$ cat src/design/cmm_pkg.sv
// constants, types and field layout of the can mode/mask/overflow control block
//
// Contract
// [RULE1] idle_stop set halts the controller while the device sits in idle
// [RULE2] abort_all_tx aborts every pending transmit; hardware clears it when all aborted
// [RULE3] requested_mode bits 10-8: 000 normal,001 disable,010 loop,011 listen,100 config,111 all
// [RULE4] software never writes reserved mode codes 101 or 110
// [RULE5] current_mode bits 7-5 is read-only, same encoding as requested_mode
// [RULE6] current_mode reads 100 (configuration) after reset
// [RULE7] rx_capture_enable set makes each received message raise a capture event; the code raises none while core_ctl.halt is set
// [RULE8] window bit 0: one exposes filter registers, zero exposes buffer registers
// [RULE9] control bits 15-14, 4 and 2-1 read as zero
// [RULE10] reserved control bit 11 is not used by software and resets to zero
// [RULE11] mask select register holds two bits per filter, filter 15 at top, 8 at bottom
// [RULE12] mask select code 00/01/10 picks mask 0/1/2; code 11 reserved
// [RULE13] overflow flag n sets on a write attempt into full receive buffer n
// [RULE14] overflow flags reset to zero; hardware only sets, software only clears
// [RULE15] second overflow register holds flags of buffers 31 to 16 in bits 15-0
// [RULE16] current_mode changes only once the controller has really entered the mode
// [RULE17] writing one to an overflow flag keeps it; writing zero clears it
package cmm_pkg;

  // register byte offsets on the apb bus
  localparam logic [11:0] CMM_OFS_CTRL = 12'h000;
  localparam logic [11:0] CMM_OFS_FMSKSEL = 12'h004;
  localparam logic [11:0] CMM_OFS_OVF_LOW = 12'h008;
  localparam logic [11:0] CMM_OFS_OVF_HIGH = 12'h00c;
  localparam logic [11:0] CMM_OFS_IRQ_STAT = 12'h010;
  localparam logic [11:0] CMM_OFS_IRQ_MASK = 12'h014;

  // control register field positions
  localparam int CMM_BIT_IDLE_STOP = 13;
  localparam int CMM_BIT_ABORT = 12;
  localparam int CMM_BIT_REQ_LSB = 8;
  localparam int CMM_BIT_CUR_LSB = 5;
  localparam int CMM_BIT_CAPTURE = 3;
  localparam int CMM_BIT_WINDOW = 0;

  // operating mode codes
  localparam logic [2:0] CMM_MODE_NORMAL = 3'h0;
  localparam logic [2:0] CMM_MODE_DISABLE = 3'h1;
  localparam logic [2:0] CMM_MODE_LOOPBACK = 3'h2;
  localparam logic [2:0] CMM_MODE_LISTEN = 3'h3;
  localparam logic [2:0] CMM_MODE_CONFIG = 3'h4;
  localparam logic [2:0] CMM_MODE_RSVD_A = 3'h5;
  localparam logic [2:0] CMM_MODE_RSVD_B = 3'h6;
  localparam logic [2:0] CMM_MODE_LISTEN_ALL = 3'h7;

  // reset values
  localparam logic [2:0] CMM_RST_MODE = CMM_MODE_CONFIG;
  localparam logic [15:0] CMM_RST_FMSKSEL = 16'h0000;
  localparam logic [31:0] CMM_RST_OVF = 32'h0000_0000;
  localparam logic [3:0] CMM_RST_IRQ = 4'h0;

  // interrupt event bit positions
  localparam int CMM_EV_OVF = 0;
  localparam int CMM_EV_ABORT = 1;
  localparam int CMM_EV_MODE = 2;
  localparam int CMM_EV_CAPTURE = 3;
  localparam int CMM_EV_COUNT = 4;

  // receive write attempt reported by the controller core
  typedef struct packed {
    logic valid;
    logic full;
    logic [4:0] index;
  } cmm_rx_evt_t;

  // control levels driven to the controller core
  typedef struct packed {
    logic halt;
    logic abort_req;
    logic window_filter;
    logic [2:0] mode_req;
  } cmm_core_ctl_t;

endpackage

$ cat src/design/cmm_ctl.sv
// apb register block: mode control, mask select, overflow flags and interrupt
`timescale 1ns/10ps
`default_nettype none
module cmm_ctl
  import cmm_pkg::*;
(
  input wire logic pclk,
  input wire logic presetn,
  input wire logic psel,
  input wire logic penable,
  input wire logic pwrite,
  input wire logic [11:0] paddr,
  input wire logic [31:0] pwdata,
  output logic [31:0] prdata,
  output logic pready,
  output logic pslverr,
  input wire logic device_idle,
  input wire logic abort_done,
  input wire logic mode_ack,
  input wire logic [2:0] mode_ack_code,
  input wire logic rx_msg_done,
  input wire cmm_rx_evt_t rx_evt,
  output cmm_core_ctl_t core_ctl,
  output logic [15:0] filter_mask_select,
  output logic rx_capture_event,
  output logic irq
);

  logic idle_stop;
  logic abort_all_tx;
  logic [2:0] requested_mode;
  logic [2:0] current_mode;
  logic rx_capture_enable;
  logic window_sel;
  logic [31:0] rx_overflow;
  logic [CMM_EV_COUNT-1:0] irq_status;
  logic [CMM_EV_COUNT-1:0] irq_mask;
  logic [CMM_EV_COUNT-1:0] ev_set;
  logic [31:0] ovf_set;
  logic [31:0] ovf_clr;
  logic [31:0] next_ovf;
  logic [31:0] rd_mux;
  logic addr_ok;
  logic wr_en;
  logic wr_ctrl;
  logic wr_fmsk;
  logic wr_ovf_lo;
  logic wr_ovf_hi;
  logic wr_istat;
  logic wr_imask;
  logic req_code_ok;
  logic abort_finish;

  // address decode and write strobes, zero wait states
  always_comb begin
    addr_ok = (paddr == CMM_OFS_CTRL) || (paddr == CMM_OFS_FMSKSEL) ||
              (paddr == CMM_OFS_OVF_LOW) || (paddr == CMM_OFS_OVF_HIGH) ||
              (paddr == CMM_OFS_IRQ_STAT) || (paddr == CMM_OFS_IRQ_MASK);
  end

  assign pready = 1'b1;
  assign pslverr = psel & penable & ~addr_ok;
  assign wr_en = psel & penable & pwrite & addr_ok;
  assign wr_ctrl = wr_en & (paddr == CMM_OFS_CTRL);
  assign wr_fmsk = wr_en & (paddr == CMM_OFS_FMSKSEL);
  assign wr_ovf_lo = wr_en & (paddr == CMM_OFS_OVF_LOW);
  assign wr_ovf_hi = wr_en & (paddr == CMM_OFS_OVF_HIGH);
  assign wr_istat = wr_en & (paddr == CMM_OFS_IRQ_STAT);
  assign wr_imask = wr_en & (paddr == CMM_OFS_IRQ_MASK);

  // reserved mode codes are not accepted as requests
  assign req_code_ok = (pwdata[CMM_BIT_REQ_LSB +: 3] != CMM_MODE_RSVD_A) &&
                       (pwdata[CMM_BIT_REQ_LSB +: 3] != CMM_MODE_RSVD_B); // RULE4
  assign abort_finish = abort_all_tx & abort_done;

  // plain control bits
  always_ff @(posedge pclk or negedge presetn) begin
    if (!presetn) begin
      idle_stop <= 1'b0;
      rx_capture_enable <= 1'b0;
      window_sel <= 1'b0;
    end else if (wr_ctrl) begin
      idle_stop <= pwdata[CMM_BIT_IDLE_STOP]; // RULE1
      rx_capture_enable <= pwdata[CMM_BIT_CAPTURE]; // RULE7
      window_sel <= pwdata[CMM_BIT_WINDOW]; // RULE8
    end
  end

  // mode request, held until software writes a new valid code
  always_ff @(posedge pclk or negedge presetn) begin
    if (!presetn) begin
      requested_mode <= CMM_RST_MODE;
    end else if (wr_ctrl && req_code_ok) begin
      requested_mode <= pwdata[CMM_BIT_REQ_LSB +: 3]; // RULE3
    end
  end

  // reported mode follows only the core's acknowledge
  always_ff @(posedge pclk or negedge presetn) begin
    if (!presetn) begin
      current_mode <= CMM_RST_MODE; // RULE6
    end else if (mode_ack) begin
      current_mode <= mode_ack_code; // RULE5 RULE16
    end
  end

  // abort request: software sets, core completion clears; a new set wins
  always_ff @(posedge pclk or negedge presetn) begin
    if (!presetn) begin
      abort_all_tx <= 1'b0;
    end else if (wr_ctrl && pwdata[CMM_BIT_ABORT]) begin
      abort_all_tx <= 1'b1; // RULE2
    end else if (abort_finish) begin
      abort_all_tx <= 1'b0; // RULE2
    end
  end

  // mask source per filter, two bits each, filter 8 lowest
  always_ff @(posedge pclk or negedge presetn) begin
    if (!presetn) begin
      filter_mask_select <= CMM_RST_FMSKSEL;
    end else if (wr_fmsk) begin
      filter_mask_select <= pwdata[15:0]; // RULE11 RULE12
    end
  end

  // overflow set and clear terms; a zero written clears, a one keeps
  always_comb begin
    ovf_set = '0;
    if (rx_evt.valid && rx_evt.full) begin
      ovf_set[rx_evt.index] = 1'b1; // RULE13 RULE15
    end
    ovf_clr = '0;
    if (wr_ovf_lo) begin
      ovf_clr[15:0] = ~pwdata[15:0]; // RULE17
    end
    if (wr_ovf_hi) begin
      ovf_clr[31:16] = ~pwdata[15:0]; // RULE15 RULE17
    end
    next_ovf = (rx_overflow & ~ovf_clr) | ovf_set; // RULE14
  end

  // sticky overflow flags
  always_ff @(posedge pclk or negedge presetn) begin
    if (!presetn) begin
      rx_overflow <= CMM_RST_OVF; // RULE14
    end else begin
      rx_overflow <= next_ovf;
    end
  end

  // capture event, suppressed while the controller is halted
  always_ff @(posedge pclk or negedge presetn) begin
    if (!presetn) begin
      rx_capture_event <= 1'b0;
    end else begin
      rx_capture_event <= rx_msg_done & rx_capture_enable & ~core_ctl.halt; // RULE7
    end
  end

  // control levels to the core
  always_ff @(posedge pclk or negedge presetn) begin
    if (!presetn) begin
      core_ctl <= '{halt: 1'b0, abort_req: 1'b0, window_filter: 1'b0, mode_req: CMM_RST_MODE};
    end else begin
      core_ctl.halt <= idle_stop & device_idle; // RULE1
      core_ctl.abort_req <= abort_all_tx; // RULE2
      core_ctl.window_filter <= window_sel; // RULE8
      core_ctl.mode_req <= requested_mode; // RULE3
    end
  end

  // interrupt events
  always_comb begin
    ev_set = '0;
    ev_set[CMM_EV_OVF] = |ovf_set;
    ev_set[CMM_EV_ABORT] = abort_finish;
    ev_set[CMM_EV_MODE] = mode_ack;
    ev_set[CMM_EV_CAPTURE] = rx_msg_done & rx_capture_enable & ~core_ctl.halt;
  end

  // sticky status, write one to clear, set wins
  always_ff @(posedge pclk or negedge presetn) begin
    if (!presetn) begin
      irq_status <= CMM_RST_IRQ;
    end else if (wr_istat) begin
      irq_status <= (irq_status & ~pwdata[CMM_EV_COUNT-1:0]) | ev_set;
    end else begin
      irq_status <= irq_status | ev_set;
    end
  end

  // interrupt mask
  always_ff @(posedge pclk or negedge presetn) begin
    if (!presetn) begin
      irq_mask <= CMM_RST_IRQ;
    end else if (wr_imask) begin
      irq_mask <= pwdata[CMM_EV_COUNT-1:0];
    end
  end

  assign irq = |(irq_status & irq_mask);

  // read mux; unimplemented and reserved control bits read zero
  always_comb begin
    rd_mux = '0;
    case (paddr)
      CMM_OFS_CTRL: begin
        rd_mux[CMM_BIT_IDLE_STOP] = idle_stop;
        rd_mux[CMM_BIT_ABORT] = abort_all_tx;
        rd_mux[CMM_BIT_REQ_LSB +: 3] = requested_mode;
        rd_mux[CMM_BIT_CUR_LSB +: 3] = current_mode; // RULE5
        rd_mux[CMM_BIT_CAPTURE] = rx_capture_enable;
        rd_mux[CMM_BIT_WINDOW] = window_sel; // RULE9 RULE10
      end
      CMM_OFS_FMSKSEL: begin
        rd_mux[15:0] = filter_mask_select;
      end
      CMM_OFS_OVF_LOW: begin
        rd_mux[15:0] = rx_overflow[15:0];
      end
      CMM_OFS_OVF_HIGH: begin
        rd_mux[15:0] = rx_overflow[31:16]; // RULE15
      end
      CMM_OFS_IRQ_STAT: begin
        rd_mux[CMM_EV_COUNT-1:0] = irq_status;
      end
      CMM_OFS_IRQ_MASK: begin
        rd_mux[CMM_EV_COUNT-1:0] = irq_mask;
      end
      default: begin
        rd_mux = '0;
      end
    endcase
  end

  // read data captured in the setup cycle
  always_ff @(posedge pclk or negedge presetn) begin
    if (!presetn) begin
      prdata <= '0;
    end else if (psel && !penable && !pwrite) begin
      prdata <= rd_mux;
    end
  end
endmodule
`default_nettype wire

$ cat config.mk
export PLATFORM = sky130hd
export DESIGN_NAME = cmm_ctl
export DESIGN_NICKNAME = d
export VERILOG_FILES = /design/src/design/cmm_pkg.sv /design/src/design/cmm_ctl.sv
export SDC_FILE = /design/constraint.sdc
export NUM_CORES = 1
export LEC_CHECK = 0
export ABC_CLOCK_PERIOD_IN_PS = 4620
export BUFFER_PORTS_ARGS = -buffer_cell sky130_fd_sc_hd__buf_2
export CORE_UTILIZATION = 47
export DETAILED_ROUTE_END_ITERATION = 8
export HOLD_SLACK_MARGIN = 0.12
export PLACE_DENSITY = 0.81
export SLEW_MARGIN = 10
export SYNTH_ARGS = -nofsm -noshare
export SYNTH_HDL_FRONTEND = slang
export SYNTH_SLANG_ARGS = --single-unit
$ cat constraint.sdc
create_clock -name pclk -period 4.62 [get_ports pclk]
set_clock_uncertainty 0.15 [all_clocks]
set_input_delay 1.155 -clock pclk [delete_from_list [all_inputs] [get_ports pclk]]
set_output_delay 1.155 -clock pclk [all_outputs]
set_load 0.01 [all_outputs]
==> Yosys cells after proc, flatten, opt, wreduce, memory -nomap -nowiden <==
Cells that the tools add are included.
{ "word_totals": {"input_bits": 63, "register_bits": 89, "elab_cells": 84, "output_inout_bits": 58} }
{ "op_classes": {"eq_ne": 7, "muxes": 16, "n_bitwise": 25, "magnitude_cmp": 2, "reduce_logical": 18} }
{ "ops": {"columns": ["cell", "n"], "rows": [
  ["32-bit bitwise AND", 1],
  ["16-bit two-way mux", 2],
  ["32-bit two-way mux", 1],
  ["32-bit NOT", 1],
  ["32-bit OR", 1],
  ["32-bit OR reduction", 1],
  ["12-bit by 4-bit == test with 1-bit output, second input constant", 2],
  ["12-bit by 5-bit == test with 1-bit output, second input constant", 2],
  ["6-bit case mux with 4 select lines", 1],
  ["16-bit NOT", 1],
  ["1-bit bitwise AND", 14],
  ["12-bit by 3-bit == test with 1-bit output, second input constant", 1],
  ["12-bit logical NOT", 1],
  ["1-bit case mux with 6 select lines", 2],
  ["2-bit case mux with 5 select lines", 1],
  ["4-bit bitwise AND", 2],
  ["4-bit OR", 2],
  ["2-bit case mux with 4 select lines", 1],
  ["1-bit logical AND", 7],
  ["5-bit by 6-bit less-than comparator with 1-bit output, second input constant", 1],
  ["3-bit != test, second input constant", 2],
  ["1-bit case mux with 3 select lines", 2],
  ["2-bit case mux with 3 select lines", 1],
  ["1-bit demux with 5-bit select", 1],
  ["9 further kinds", 17]
]} }

==> Longest topological paths before layout <==
Gate-level depths: netlist of the first run.
{ "logic_depth": {"word_depth": 12, "depth_mapped": 8, "mapped_depth_nobuf": 4} }

==> Worst setup path after synthesis of the first run <==
No wires, ideal clock.
{ "synth_timing": {"kind": "input port to output port", "start": "input paddr[9]", "end": "output pslverr", "path_buffers": 2, "t_required_ns": 3.315, "arrival_time_ns": 2.670, "cell_stages": 6, "slack_ns": 0.645, "path_cell_list": "or4_4 > buf_6 > or3_1 > buf_2 > a21o_1 > and3_1"} }
{ "synth_via": {"elab_chain_len": 8, "word_cells_on_any_way": 13, "classes_between": "eq/ne (5); bitwise (2); reduce/logical (6)"} }
{ "synth_lines": {"columns": ["element", "line_no", "text"], "rows": [
  ["from (decl)", "cmm_ctl.sv:12", "input wire logic [11:0] paddr,"],
  ["12-bit by 3-bit == test with 1-bit output / 12-bit logical NOT (equally long branches)", "cmm_ctl.sv:56", "addr_ok = (paddr == CMM_OFS_CTRL) || (paddr == CMM_OFS_FMSKSEL) ||"],
  ["1-bit logical OR (2 in series)", "cmm_ctl.sv:56", null],
  ["1-bit logical OR (2 in series)", "cmm_ctl.sv:57", "(paddr == CMM_OFS_OVF_LOW) || (paddr == CMM_OFS_OVF_HIGH) ||"],
  ["1-bit logical OR (*)", "cmm_ctl.sv:58", "(paddr == CMM_OFS_IRQ_STAT) || (paddr == CMM_OFS_IRQ_MASK);"],
  ["1-bit NOT (*)", "cmm_ctl.sv:62", "assign pslverr = psel & penable & ~addr_ok;"],
  ["1-bit bitwise AND (*)", "cmm_ctl.sv:62", null],
  ["to (decl)", "cmm_ctl.sv:16", "output logic pslverr,"]
]} }
Mark *: on every way between the ends. The rest lies on a longest branch, timed or not.

==> Worst setup path in the final report of the first run <==
Ends and elaborated chain as after synthesis.

==> summary.md, run 1 <==
The run finished with clean final reports. The number of remaining DRC errors is 0, and the die outline width is 98.7 um. Setup violations remaining at the end of the flow were counted as 0. The logs give 121 for the count of boundary I/O pins and 0 for the total of cells resized after clock tree synthesis. The routed layout has 3,633 vias. Setup repair after global routing left no endpoint under its margin.

The min-delay analysis places its worst path in the category flop to flop. STA classifies the critical path startpoint as an input pin. The run gives 90 as the maximum number of pins on one net before global-route repair.

By area the synthesized netlist is led by dfrtp_1, mux2_2, o31ai_1. For the worst supply voltage drop on vdd, the log shows 175 uV. After synthesis the netlist holds a flip-flop and latch count of 89. The clock drives 89 sinks. The tools report the detailed-router iteration count before antenna repair as 5. The leading register cell type out of synthesis is dfrtp_1. For this design the static power due to leakage is 2.39 nW. Dividing the final minimum period by the clock period gives 87.6%.

Using the TritonRoute via totals, the vias-per-cell ratio works out to 6.07. Post-CTS timing repair inserted 0 buffers for setup. dfrtp_1 takes more of the synthesized area than any other cell. Clock-pin slew was measured on the worst setup and hold paths at 0.08 ns. The tools report the total global routing overflow as 0. The commonest cells after synthesis are dfrtp_1, nand2_1, o21ai_0, o31ai_1, mux2_2. Of all nets on the critical path, the largest fanout is 9. Once detail routing completed, the nets flagged for antenna violations numbered 0. Counting the buffers created by CTS gives 9. The share of the synthesized area in the top cell type is 49.0%, and the minimum setup slack among reg-to-reg paths is 3.17 ns. The mean routed wirelength per cell came out at 19.2 um. The tool flagged a number of max-cap violations equal to 0.

The tools report the number of antenna violations at the first check in global routing as 0. For this design the ratio of total power to cell area is 336 nW/um^2. The tools report the buffer cell driving the clock tree root as clkbuf_8.

The number of antenna diodes in the final layout is 0. The normalized max-slew margin was 26.3%; the share of cells above drive strength 1 was 31.6%. Port buffering added 87 buffers. The run gives 778 as the final-layout fill cell count. The tools report the total of hold buffers inserted after clock tree synthesis as 0. The critical path class is input pin to primary output. For the total die area, the log shows 9740 um^2. The count of final max-slew check failures came out at 0. The tools report the number of global-route vias before repair as 3,695. The clock tree synthesis step divided the H-tree into 3 levels. The total area inside the core boundary comes to 8890 um^2. At the worst endpoint, the arrival time is 2.74 ns. The HPWL reported at the end of detailed placement was 8.14 mm; the maximum clock insertion buffer count was 2. The global-route wire length before repair was 18.5 mm. The routed design has 11.5 mm of wire. The final critical path time including I/O delays and setup was 4.05 ns; the global routing usage summed across all routing layers was 24.8%. The tools report the total of warnings raised by yosys as 0. The synthesis-to-layout area growth was 15.2%; the effective utilization at floorplan was 49.4%. STA puts the critical path data required time at 3.31 ns. The placed instances occupy a cell area of 4810 um^2.

The logs give 52 for the count of cell types in the netlist and 247 MHz for the achievable frequency. The number of core rows was 34; the number of endpoints with negative hold slack in the final report was 0. The detailed router finished its first iteration with 295 violations. After synthesis the cells add up to 4390 um^2. The die is 98.7 um tall. At the end of routability-driven placement, the weighted congestion stood at 0.894. The average instance area after synthesis is 10.7 um^2. The share of flip-flops with an asynchronous set or reset after synthesis is 100%, and the final instance area is 5060 um^2.

Clock latency on the worst-skew pair, taken at its later pin, is 0.36 ns. Summed over all failing endpoints, the final setup total negative slack is 0 ns. Sequential elements use 50.8% of the synthesized area. The most common cell in the synthesized netlist is dfrtp_1. Kind of end point of the critical path: a primary output. At the pin with the least slew margin, the transition time is 1.09 ns. The count of flip-flops with a built-in enable after synthesis works out to 0. The tools report the cell count after synthesis as 409.

The tools report the layout net count as 549. TritonCTS built the clock tree.
## cell families after synthesis
kind of cell,count (synthesis),synth area share [%]
AO/OA/AOI/OAI,110,17.0
XOR/XNOR,1,0.199
buffers and inverters,48,6.38
flip-flops,89,50.8
multiplexers,43,11.6
other,2,0.171
AND/OR/NAND/NOR,116,13.9
## final cells by class
type / count / area [um^2] / area share, %
Clock buffer: 10 / 128 / 2.52
Tap cell: 108 / 135 / 2.67
Inverter: 5 / 18.8 / 0.371
Sequential cell: 89 / 2230 / 44.1
Timing Repair Buffer: 94 / 494 / 9.77
Multi-Input combinational cell: 287 / 1940 / 38.3
Clock inverter: 6 / 116 / 2.30
## flip-flops by register name, summed over array words and instances, names as in the netlist
signal	count
abort_all_tx	1
requested_mode	3
rx_capture_event	1
irq_mask	4
filter_mask_select	16
window_sel	1
idle_stop	1
irq_status	4
prdata	16
rx_capture_enable	1
rx_overflow	32
current_mode	3
core_ctl	6
## worst max-delay path, stage by stage
cell and delay (ns):
buf_2 0.11, or4_4 0.60, or3_1 0.41, a21o_1 0.17, and3_1 0.17, buf_2 0.13
## stage by stage
stage / worst slack (ns) / util, % / cells / total power, mW / hold WS [ns]
3_3_place_gp: 0.584 / 54.1 / 583 / 1.05 / 0.218
3_5_place_dp: 0.581 / 54.1 / 583 / 1.06 / 0.221
4_1_cts: 0.577 / 56.9 / 599 / 1.70 / 0.233
6_report: 0.573 / 56.9 / 599 / 1.70 / 0.232
2_1_floorplan: 0.645 / - / 424 / 0.988 / 0.208
5_1_grt: 0.507 / 56.9 / 599 / 1.77 / 0.242
## metal layers
metal / up-vias / routed length (um) / part of all wire [%] / global-route usage, %
met5: - / 0 / 0 / 0
met4: 0 / 213 / 1.8 / 8.61
met3: 19 / 997 / 8.7 / 6.67
met2: 197 / 5420 / 47 / 38.8
met1: 1781 / 4890 / 42 / 33.4
li1: 1636 / - / - / -
## placed cells by master (no fill, tap or decap), types with 9 or more instances in the layout
| master | instances |
|---|---|
| nand2_1 | 53 |
| dfrtp_1 | 86 |
| mux2_2 | 30 |
| o21ai_0 | 36 |
| nor2_1 | 11 |
| o31ai_1 | 36 |
| conb_1 | 17 |
| clkbuf_8 | 9 |
| a22oi_1 | 13 |
| buf_2 | 86 |
## report_power, final
part / leakage (nW) / switching (mW) / total, mW / internal (mW)
clock: 0.121 / 0.287 / 0.651 / 0.363
sequential: 1.15 / 0.0328 / 0.868 / 0.835
combinational: 1.12 / 0.110 / 0.179 / 0.0697
## path summary, 6_finish.rpt
| check | start | endpoint | depth (start not counted) |
|---|---|---|---|
| worst max-delay path | paddr[9] | pslverr | 6 |
| min in group asynchronous | presetn | filter_mask_select[4] | 1 |
| worst min register to register | requested_mode[2] | core_ctl[2] | 0 |
| max in group asynchronous | presetn | rx_overflow[28] | 1 |
| worst min-delay path | requested_mode[2] | core_ctl[2] | 0 |
| worst max register to register | rx_capture_enable | prdata[3] | 2 |
Power figures use the tool's default switching activity.
==> run 2: changes to the inputs <==
CORE_UTILIZATION = 40   (was 47)
CTS_BUF_LIST = sky130_fd_sc_hd__clkbuf_4   (was default)
PLACE_DENSITY = 0.72   (was 0.81)
==> run 2 against run 1 <==
Worst setup slack better by 0.0053 ns. Critical endpoint unchanged. Wire length is 1.9% higher. Non-clock buffer count is 2 higher. Maximum frequency is 0.13% higher. Sequential share of layout area is 0.48 points higher. Power is 12% lower. Count of clock-buffer cells in the layout stayed put. Flip-flop and latch count stayed put. Global-route usage is 3.2 points lower. Hold slack better by 0.0051 ns. Combinational power hardly changed. Utilization is 9.1 points lower.
==> summary.md, run 2 (synthesized netlist as in run 1, its figures left out) <==
The mean routed wirelength per cell came out at 18.7 um. The tools report the clock insertion delay at the later pin of the skew report as 0.44 ns. The net count of the finished layout is 551. Cells fill 47.8% of the core in the end. For this run, design rule violations remaining after detail routing come to 0. The largest single stage delay on the critical path is 0.59 ns. The transition at the pin with the smallest max-transition slack was 1.18 ns. The total negative setup slack is 0 ns.

Setup slack closes at 0.579 ns. STA classifies the critical path startpoint as an input pin. The critical path contains buffers and inverters numbering 2 combined.

The post-placement worst setup slack was 0.588 ns; the total die area was 11,400 um^2. The clock tree synthesis step divided the H-tree into 3 levels. The die is 107 um tall.

For this run, the top clock speed supported by timing is 247 MHz. The worst path needs 4.04 ns of the cycle, external delays included. TritonCTS built the clock tree.

After legalization and detailed placement, the total HPWL measured 8.25 mm. The leakage component of the power is 2.35 nW, and the number of core rows is 37. Clock-pin slew was measured on the worst setup and hold paths at 0.15 ns. The run gives 0 as the total of cells resized after clock tree synthesis.

The top cell types in the final layout, fill and taps aside, are dfrtp_1, buf_2, nand2_1. The starting DRC count in detailed routing came out at 239. The run gives 0.853 as the global placer's final weighted congestion.

The most numerous cell type found on the critical path is buf_2. The flow ran to the end, and the final reports show no timing, DRC or antenna violations. The arrival time at the worst endpoint was 2.74 ns; the die outline width was 107 um. The tools report the buffer cell driving the clock tree root as clkbuf_4. rx_overflow holds more flip-flops than any other register. The number of flip-flops in the largest register was 32.

After routing the design area is 5010 um^2. Maximum clock insertion buffer count: 2. Global routing used 21.6% of the available tracks. The path class of the tightest hold or removal check is flop to flop.

Setup violations remaining at the end of the flow were counted as 0. The kind of end point of the critical path is a primary output. For the total of max-cap violations, the log shows 0. The core region is 10,500 um^2.

In the final layout, the share of cells above drive strength 1 is 32.0%. The run gives 3.31 ns as the data required time of the worst path. Detailed routing inserted a total of 3,589 vias.

The cell family with the largest share of critical-path delay was simple AND/OR/NAND/NOR gates. The number of buffers added on ports was 87; the number of endpoints with negative hold slack in the final report was 0. The tools report the count of boundary I/O pins as 121. In the finished design, the share of the clock period the worst path needs comes to 87.5%.

The tools report the maximum number of pins on one net before global-route repair as 90. The critical path class is input pin to primary output. The routed design has 11.7 mm of wire. The worst supply voltage drop on vdd came out at 135 uV. Cell with the largest stage delay on the worst path: or4_4.

The number of antenna violations at the first check in global routing is 0. The count of final max-slew check failures is 0, and the total of hold buffers inserted after clock tree synthesis is 0. The placed standard-cell area is 4860 um^2, and the number of antenna diodes is 0. Measured against its own limit, the worst slew margin works out to 20.5%. The first detailed-routing pass ran for 4 iterations.

Counting the buffers created by CTS gives 9. The number of setup buffers added after CTS is 0. The synthesis-to-layout area growth is 14.0%. Setup repair after global routing left no endpoint under its margin. The first global-routing pass estimated 18.9 mm of wire. The effective utilization at floorplan was 42.0%; the areal power density over the cells was 297 nW/um^2. The largest registers in the layout are rx_overflow x32, filter_mask_select x16, prdata x16.

Dividing the detail-routed via count by the number of cells gives 5.71. The tools report the number of global-route vias before repair as 3,552. The critical path goes through buf_2 > or4_4 > or3_1 > a21o_1 > and3_1 > buf_2. Global routing finished with a remaining overflow of 0. The largest fanout on the critical path is 9, and the number of nets with antenna violations after routing is 0.

For the total design power, the log shows 1.49 mW. For the count of clock tree sinks, the log shows 89.
-- run 2: changes by cell type in the layout (fill, tap and decap cells not counted), moves of 2 or more --
| cell | change |
|---|---|
| clkbuf_4 | +10 |
| clkbuf_8 | -9 |
| buf_4 | +3 |
| bufinv_16 | -2 |
| clkinvlp_4 | +2 |
-- run 2: metrics by stage --
| step | std cells | hold slack, ns |
|---|---|---|
| final | 629 | 0.237 |
| after global routing | 629 | 0.248 |
| after CTS | 629 | 0.237 |
| after detailed placement | 613 | 0.218 |
| after global placement | 613 | 0.216 |
| after floorplan | 424 | 0.208 |
-- run 2: worst register-to-register path: cells and delay by family, from the launching register on --
kind	cells	cell delay [ns]
compound gates	1	0.26
flops	1	0.43
mux	1	0.46
-- run 2: path summary, 6_finish.rpt --
| check | start | to | slack (ns) | depth (start not counted) |
|---|---|---|---|---|
| setup / recovery | paddr[9] | pslverr | 0.58 | 6 |
| hold / removal | requested_mode[2] | core_ctl[2] | 0.24 | 0 |
| setup reg to reg | rx_capture_enable | prdata[3] | 3.23 | 2 |
| hold reg to reg | requested_mode[2] | core_ctl[2] | 0.24 | 0 |
| max in group asynchronous | presetn | prdata[9] | 2.81 | 1 |
| min in group asynchronous | presetn | prdata[8] | 0.74 | 1 |
-- run 2: area by class of cell --
type                       count  area (um^2)
tap                          136          170
sequential                    89         2230
clock inverter                 6         67.6
timing repair buffer          96          505
multi-input combinational    287         1940
clock buffer                  10         75.1
inverter                       5         18.8
fill                        1010         5460
-- run 2: layer usage --
metal  track usage [%]  part of all wire [%]  wire, um
met1              30.3                    45      5280
met2              32.9                    45      5300
met3              4.50                   7.9       928
met4              7.93                   2.0       231
met5                 0                     0         0
-- run 2: power by group --
group          leakage [nW]  switching, mW  internal, mW  total [mW]
Clock                0.0730          0.270         0.173       0.444
Sequential             1.15         0.0317         0.836       0.867
Combinational          1.13          0.109        0.0698       0.178
==> run 3: changes to the inputs <==
CORE_ASPECT_RATIO = 2   (was default)
==> run 3 against run 2 <==
Sequential power about the same. Register-to-register slack about the same. Utilization down 1.0 points. Flip-flop and latch count unchanged. Worst setup slack worse by 0.0070 ns. Critical path depth unchanged. Via count up 0.14%.
==> summary.md, run 3 (synthesized netlist as in run 1, its figures left out) <==
After clock tree synthesis, the clock-pin slew on the worst setup and hold paths is 0.14 ns. Summed over all nets, the switching power comes to 0.411 mW. The run gives 3 as the maximum level of the CTS H-tree.

The area used by multi-input combinational logic came out at 1940 um^2. The effective utilization at floorplan is 41.4%. The number of buffers added on ports came out at 87. The die covers 11,400 um^2. The logs give 0.587 ns for the post-placement worst setup slack and 19.0 mm for the global-route wire length before repair. Summed over all layers, the routed wires come to 12.1 mm.

For this run, the post-layout net count is 550. The logs give 2230 um^2 for the combined flip-flop and latch cell area and 0 for the total global routing overflow. The die is 76.1 um wide.

Detailed routing inserted a total of 3,594 vias. The global routing usage summed across all routing layers was 22.0%; the clock insertion delay at the later pin of the skew report was 0.45 ns. Data on the critical path is required at its endpoint by 3.31 ns. The logs give 0 for the number of nets with antenna violations after routing and 53 for the number of core rows.

The maximum clock insertion buffer count came out at 2. The run gives 0 as the number of endpoints with negative hold slack in the final report. The register with the most flip-flops in the layout has 32 of them. Setup repair after global routing left no endpoint under its margin. The maximum number of pins on one net before global-route repair was 71; the number of remaining DRC errors was 0. Areal power density over the cells: 286 nW/um^2. The logs give 0.924 for the global placer's final weighted congestion and 0 for the count of final max-slew check failures. For this run, the top clock speed supported by timing is 247 MHz. The share of cells above drive strength 1 was 31.5%; the sequential cell fraction of total power was 61.1%. Counting flops per register, the top entry is rx_overflow. The logs give 5 for the detailed-router iteration count before antenna repair and 2.74 ns for the arrival time at the worst endpoint. Clock tree synthesis inserted a total of 9 buffers. Dividing the detail-routed via count by the number of cells gives 5.70.

For this design the static power due to leakage is 2.33 nW. At the pin with the least slew margin, the transition time is 1.03 ns. The run finished with clean final reports.

In this run the clock root is driven by a clkbuf_4. Compared with the post-synthesis result, the final layout area differs by 13.0%. The starting DRC count in detailed routing is 274.

STA classifies the critical path endpoint as a primary output. Headroom to the max-slew limit came out at 30.9%. The worst slack on hold paths came out at 0.241 ns. The largest registers in the layout are rx_overflow x32, filter_mask_select x16, prdata x16. Of all nets on the critical path, the largest fanout is 9. The tree built by TritonCTS fans out to 89 sinks. The final critical path takes up 87.6% of the cycle.

The floorplan step defined a core boundary enclosing 10,600 um^2. Fraction of power spent switching nets: 28.9%. For the worst setup slack after layout, the log shows 0.572 ns. Leaving out fill and tap cells, the most frequent cells in the layout are dfrtp_1, buf_2, nand2_1. Per report_power, the combinational group accounts for 12.7% of the total.

The worst setup path is launched from an input pin. For the power share of the clock group, the log shows 26.2%. TritonCTS built the clock tree. Dividing the detail-routed wire length by the instance count gives 19.1 um. For the total of cells resized after clock tree synthesis, the log shows 0. In this run the count of I/O pins placed on the die edge is 121. For the cell-internal power, the log shows 1.01 mW.

Adding up every negative setup slack in the final design gives 0 ns. For the number of global-route vias before repair, the log shows 3,665. Setup violations remaining at the end of the flow were counted as 0. Once the clock tree was built, the setup fixing pass inserted 0 buffers. Max-cap violations in this run came to 0. The die is 150 um tall. The clock period could shrink to 4.05 ns. The logs give 1.42 mW for the total design power and 1,051 for the final-layout fill cell count. For the worst supply voltage drop on vdd, the log shows 118 uV.

The worst setup path is of the input pin to primary output kind. After legalization and detailed placement, the total HPWL measured 8.90 mm. For the number of antenna violations at the first check in global routing, the log shows 1. Path category of the worst min-delay check: flop to flop.

In this run, post-CTS hold repair placed 0 buffers.
run 3: cell types whose count changed in the layout (fill, tap and decap cells not counted):
cell        delta
clkinv_4       -1
clkinv_2       +3
clkinv_1       +2
buf_4          -1
diode_2        +2
clkinvlp_4     -2
bufinv_16      -1
clkbuf_4       -1
run 3: area by class of cell:
| cell class | instances | share of cell area (%) |
|---|---|---|
| tap | 137 | 3.45 |
| sequential | 89 | 44.9 |
| timing repair buffer | 95 | 10.0 |
| clock buffer | 9 | 1.36 |
| antenna | 2 | 0.101 |
| clock inverter | 7 | 0.731 |
| inverter | 5 | 0.378 |
| multi-input combinational | 287 | 39.0 |
run 3: per-stage QoR:
step / util [%] / cells / cell area (um^2)
2_1_floorplan: - / 424 / 4450
3_3_place_gp: 45.8 / 613 / 4860
3_5_place_dp: 45.8 / 613 / 4860
4_1_cts: 46.8 / 629 / 4960
5_1_grt: 46.8 / 630 / 4960
6_report: 46.8 / 631 / 4970
run 3: worst paths after layout:
kind / startpoint / end / slack [ns] / cells after the start
worst max-delay path: paddr[9] / pslverr / 0.57 / 6
max in group asynchronous: presetn / rx_overflow[15] / 2.85 / 2
worst min register to register: requested_mode[2] / core_ctl[2] / 0.24 / 0
min in group asynchronous: presetn / current_mode[1] / 0.65 / 1
worst min-delay path: requested_mode[2] / core_ctl[2] / 0.24 / 0
worst max register to register: irq_mask[0] / prdata[0] / 3.22 / 2
run 3: worst max-delay path, stage by stage:
cell	delay (ns)
buf_2	0.11
or4_4	0.60
or3_1	0.42
a21o_1	0.17
and3_1	0.16
buf_2	0.13
run 3: power by group through the flow:
stage	Clock, mW	Combinational, mW	Sequential (mW)
2_1_floorplan	0	0.116	0.872
3_3_place_gp	0	0.172	0.880
3_5_place_dp	0	0.180	0.883
4_1_cts	0.382	0.181	0.868
5_1_grt	0.420	0.201	0.874
6_report	0.372	0.181	0.869
run 3: metal layers:
metal / track usage [%] / up-vias / wire [um] / share of wire (%)
li1: - / 1640 / - / -
met1: 24.0 / 1761 / 4540 / 38
met2: 39.5 / 160 / 6430 / 53
met3: 3.82 / 33 / 674 / 5.6
met4: 13.1 / 0 / 437 / 3.6
met5: 0 / - / 0 / 0
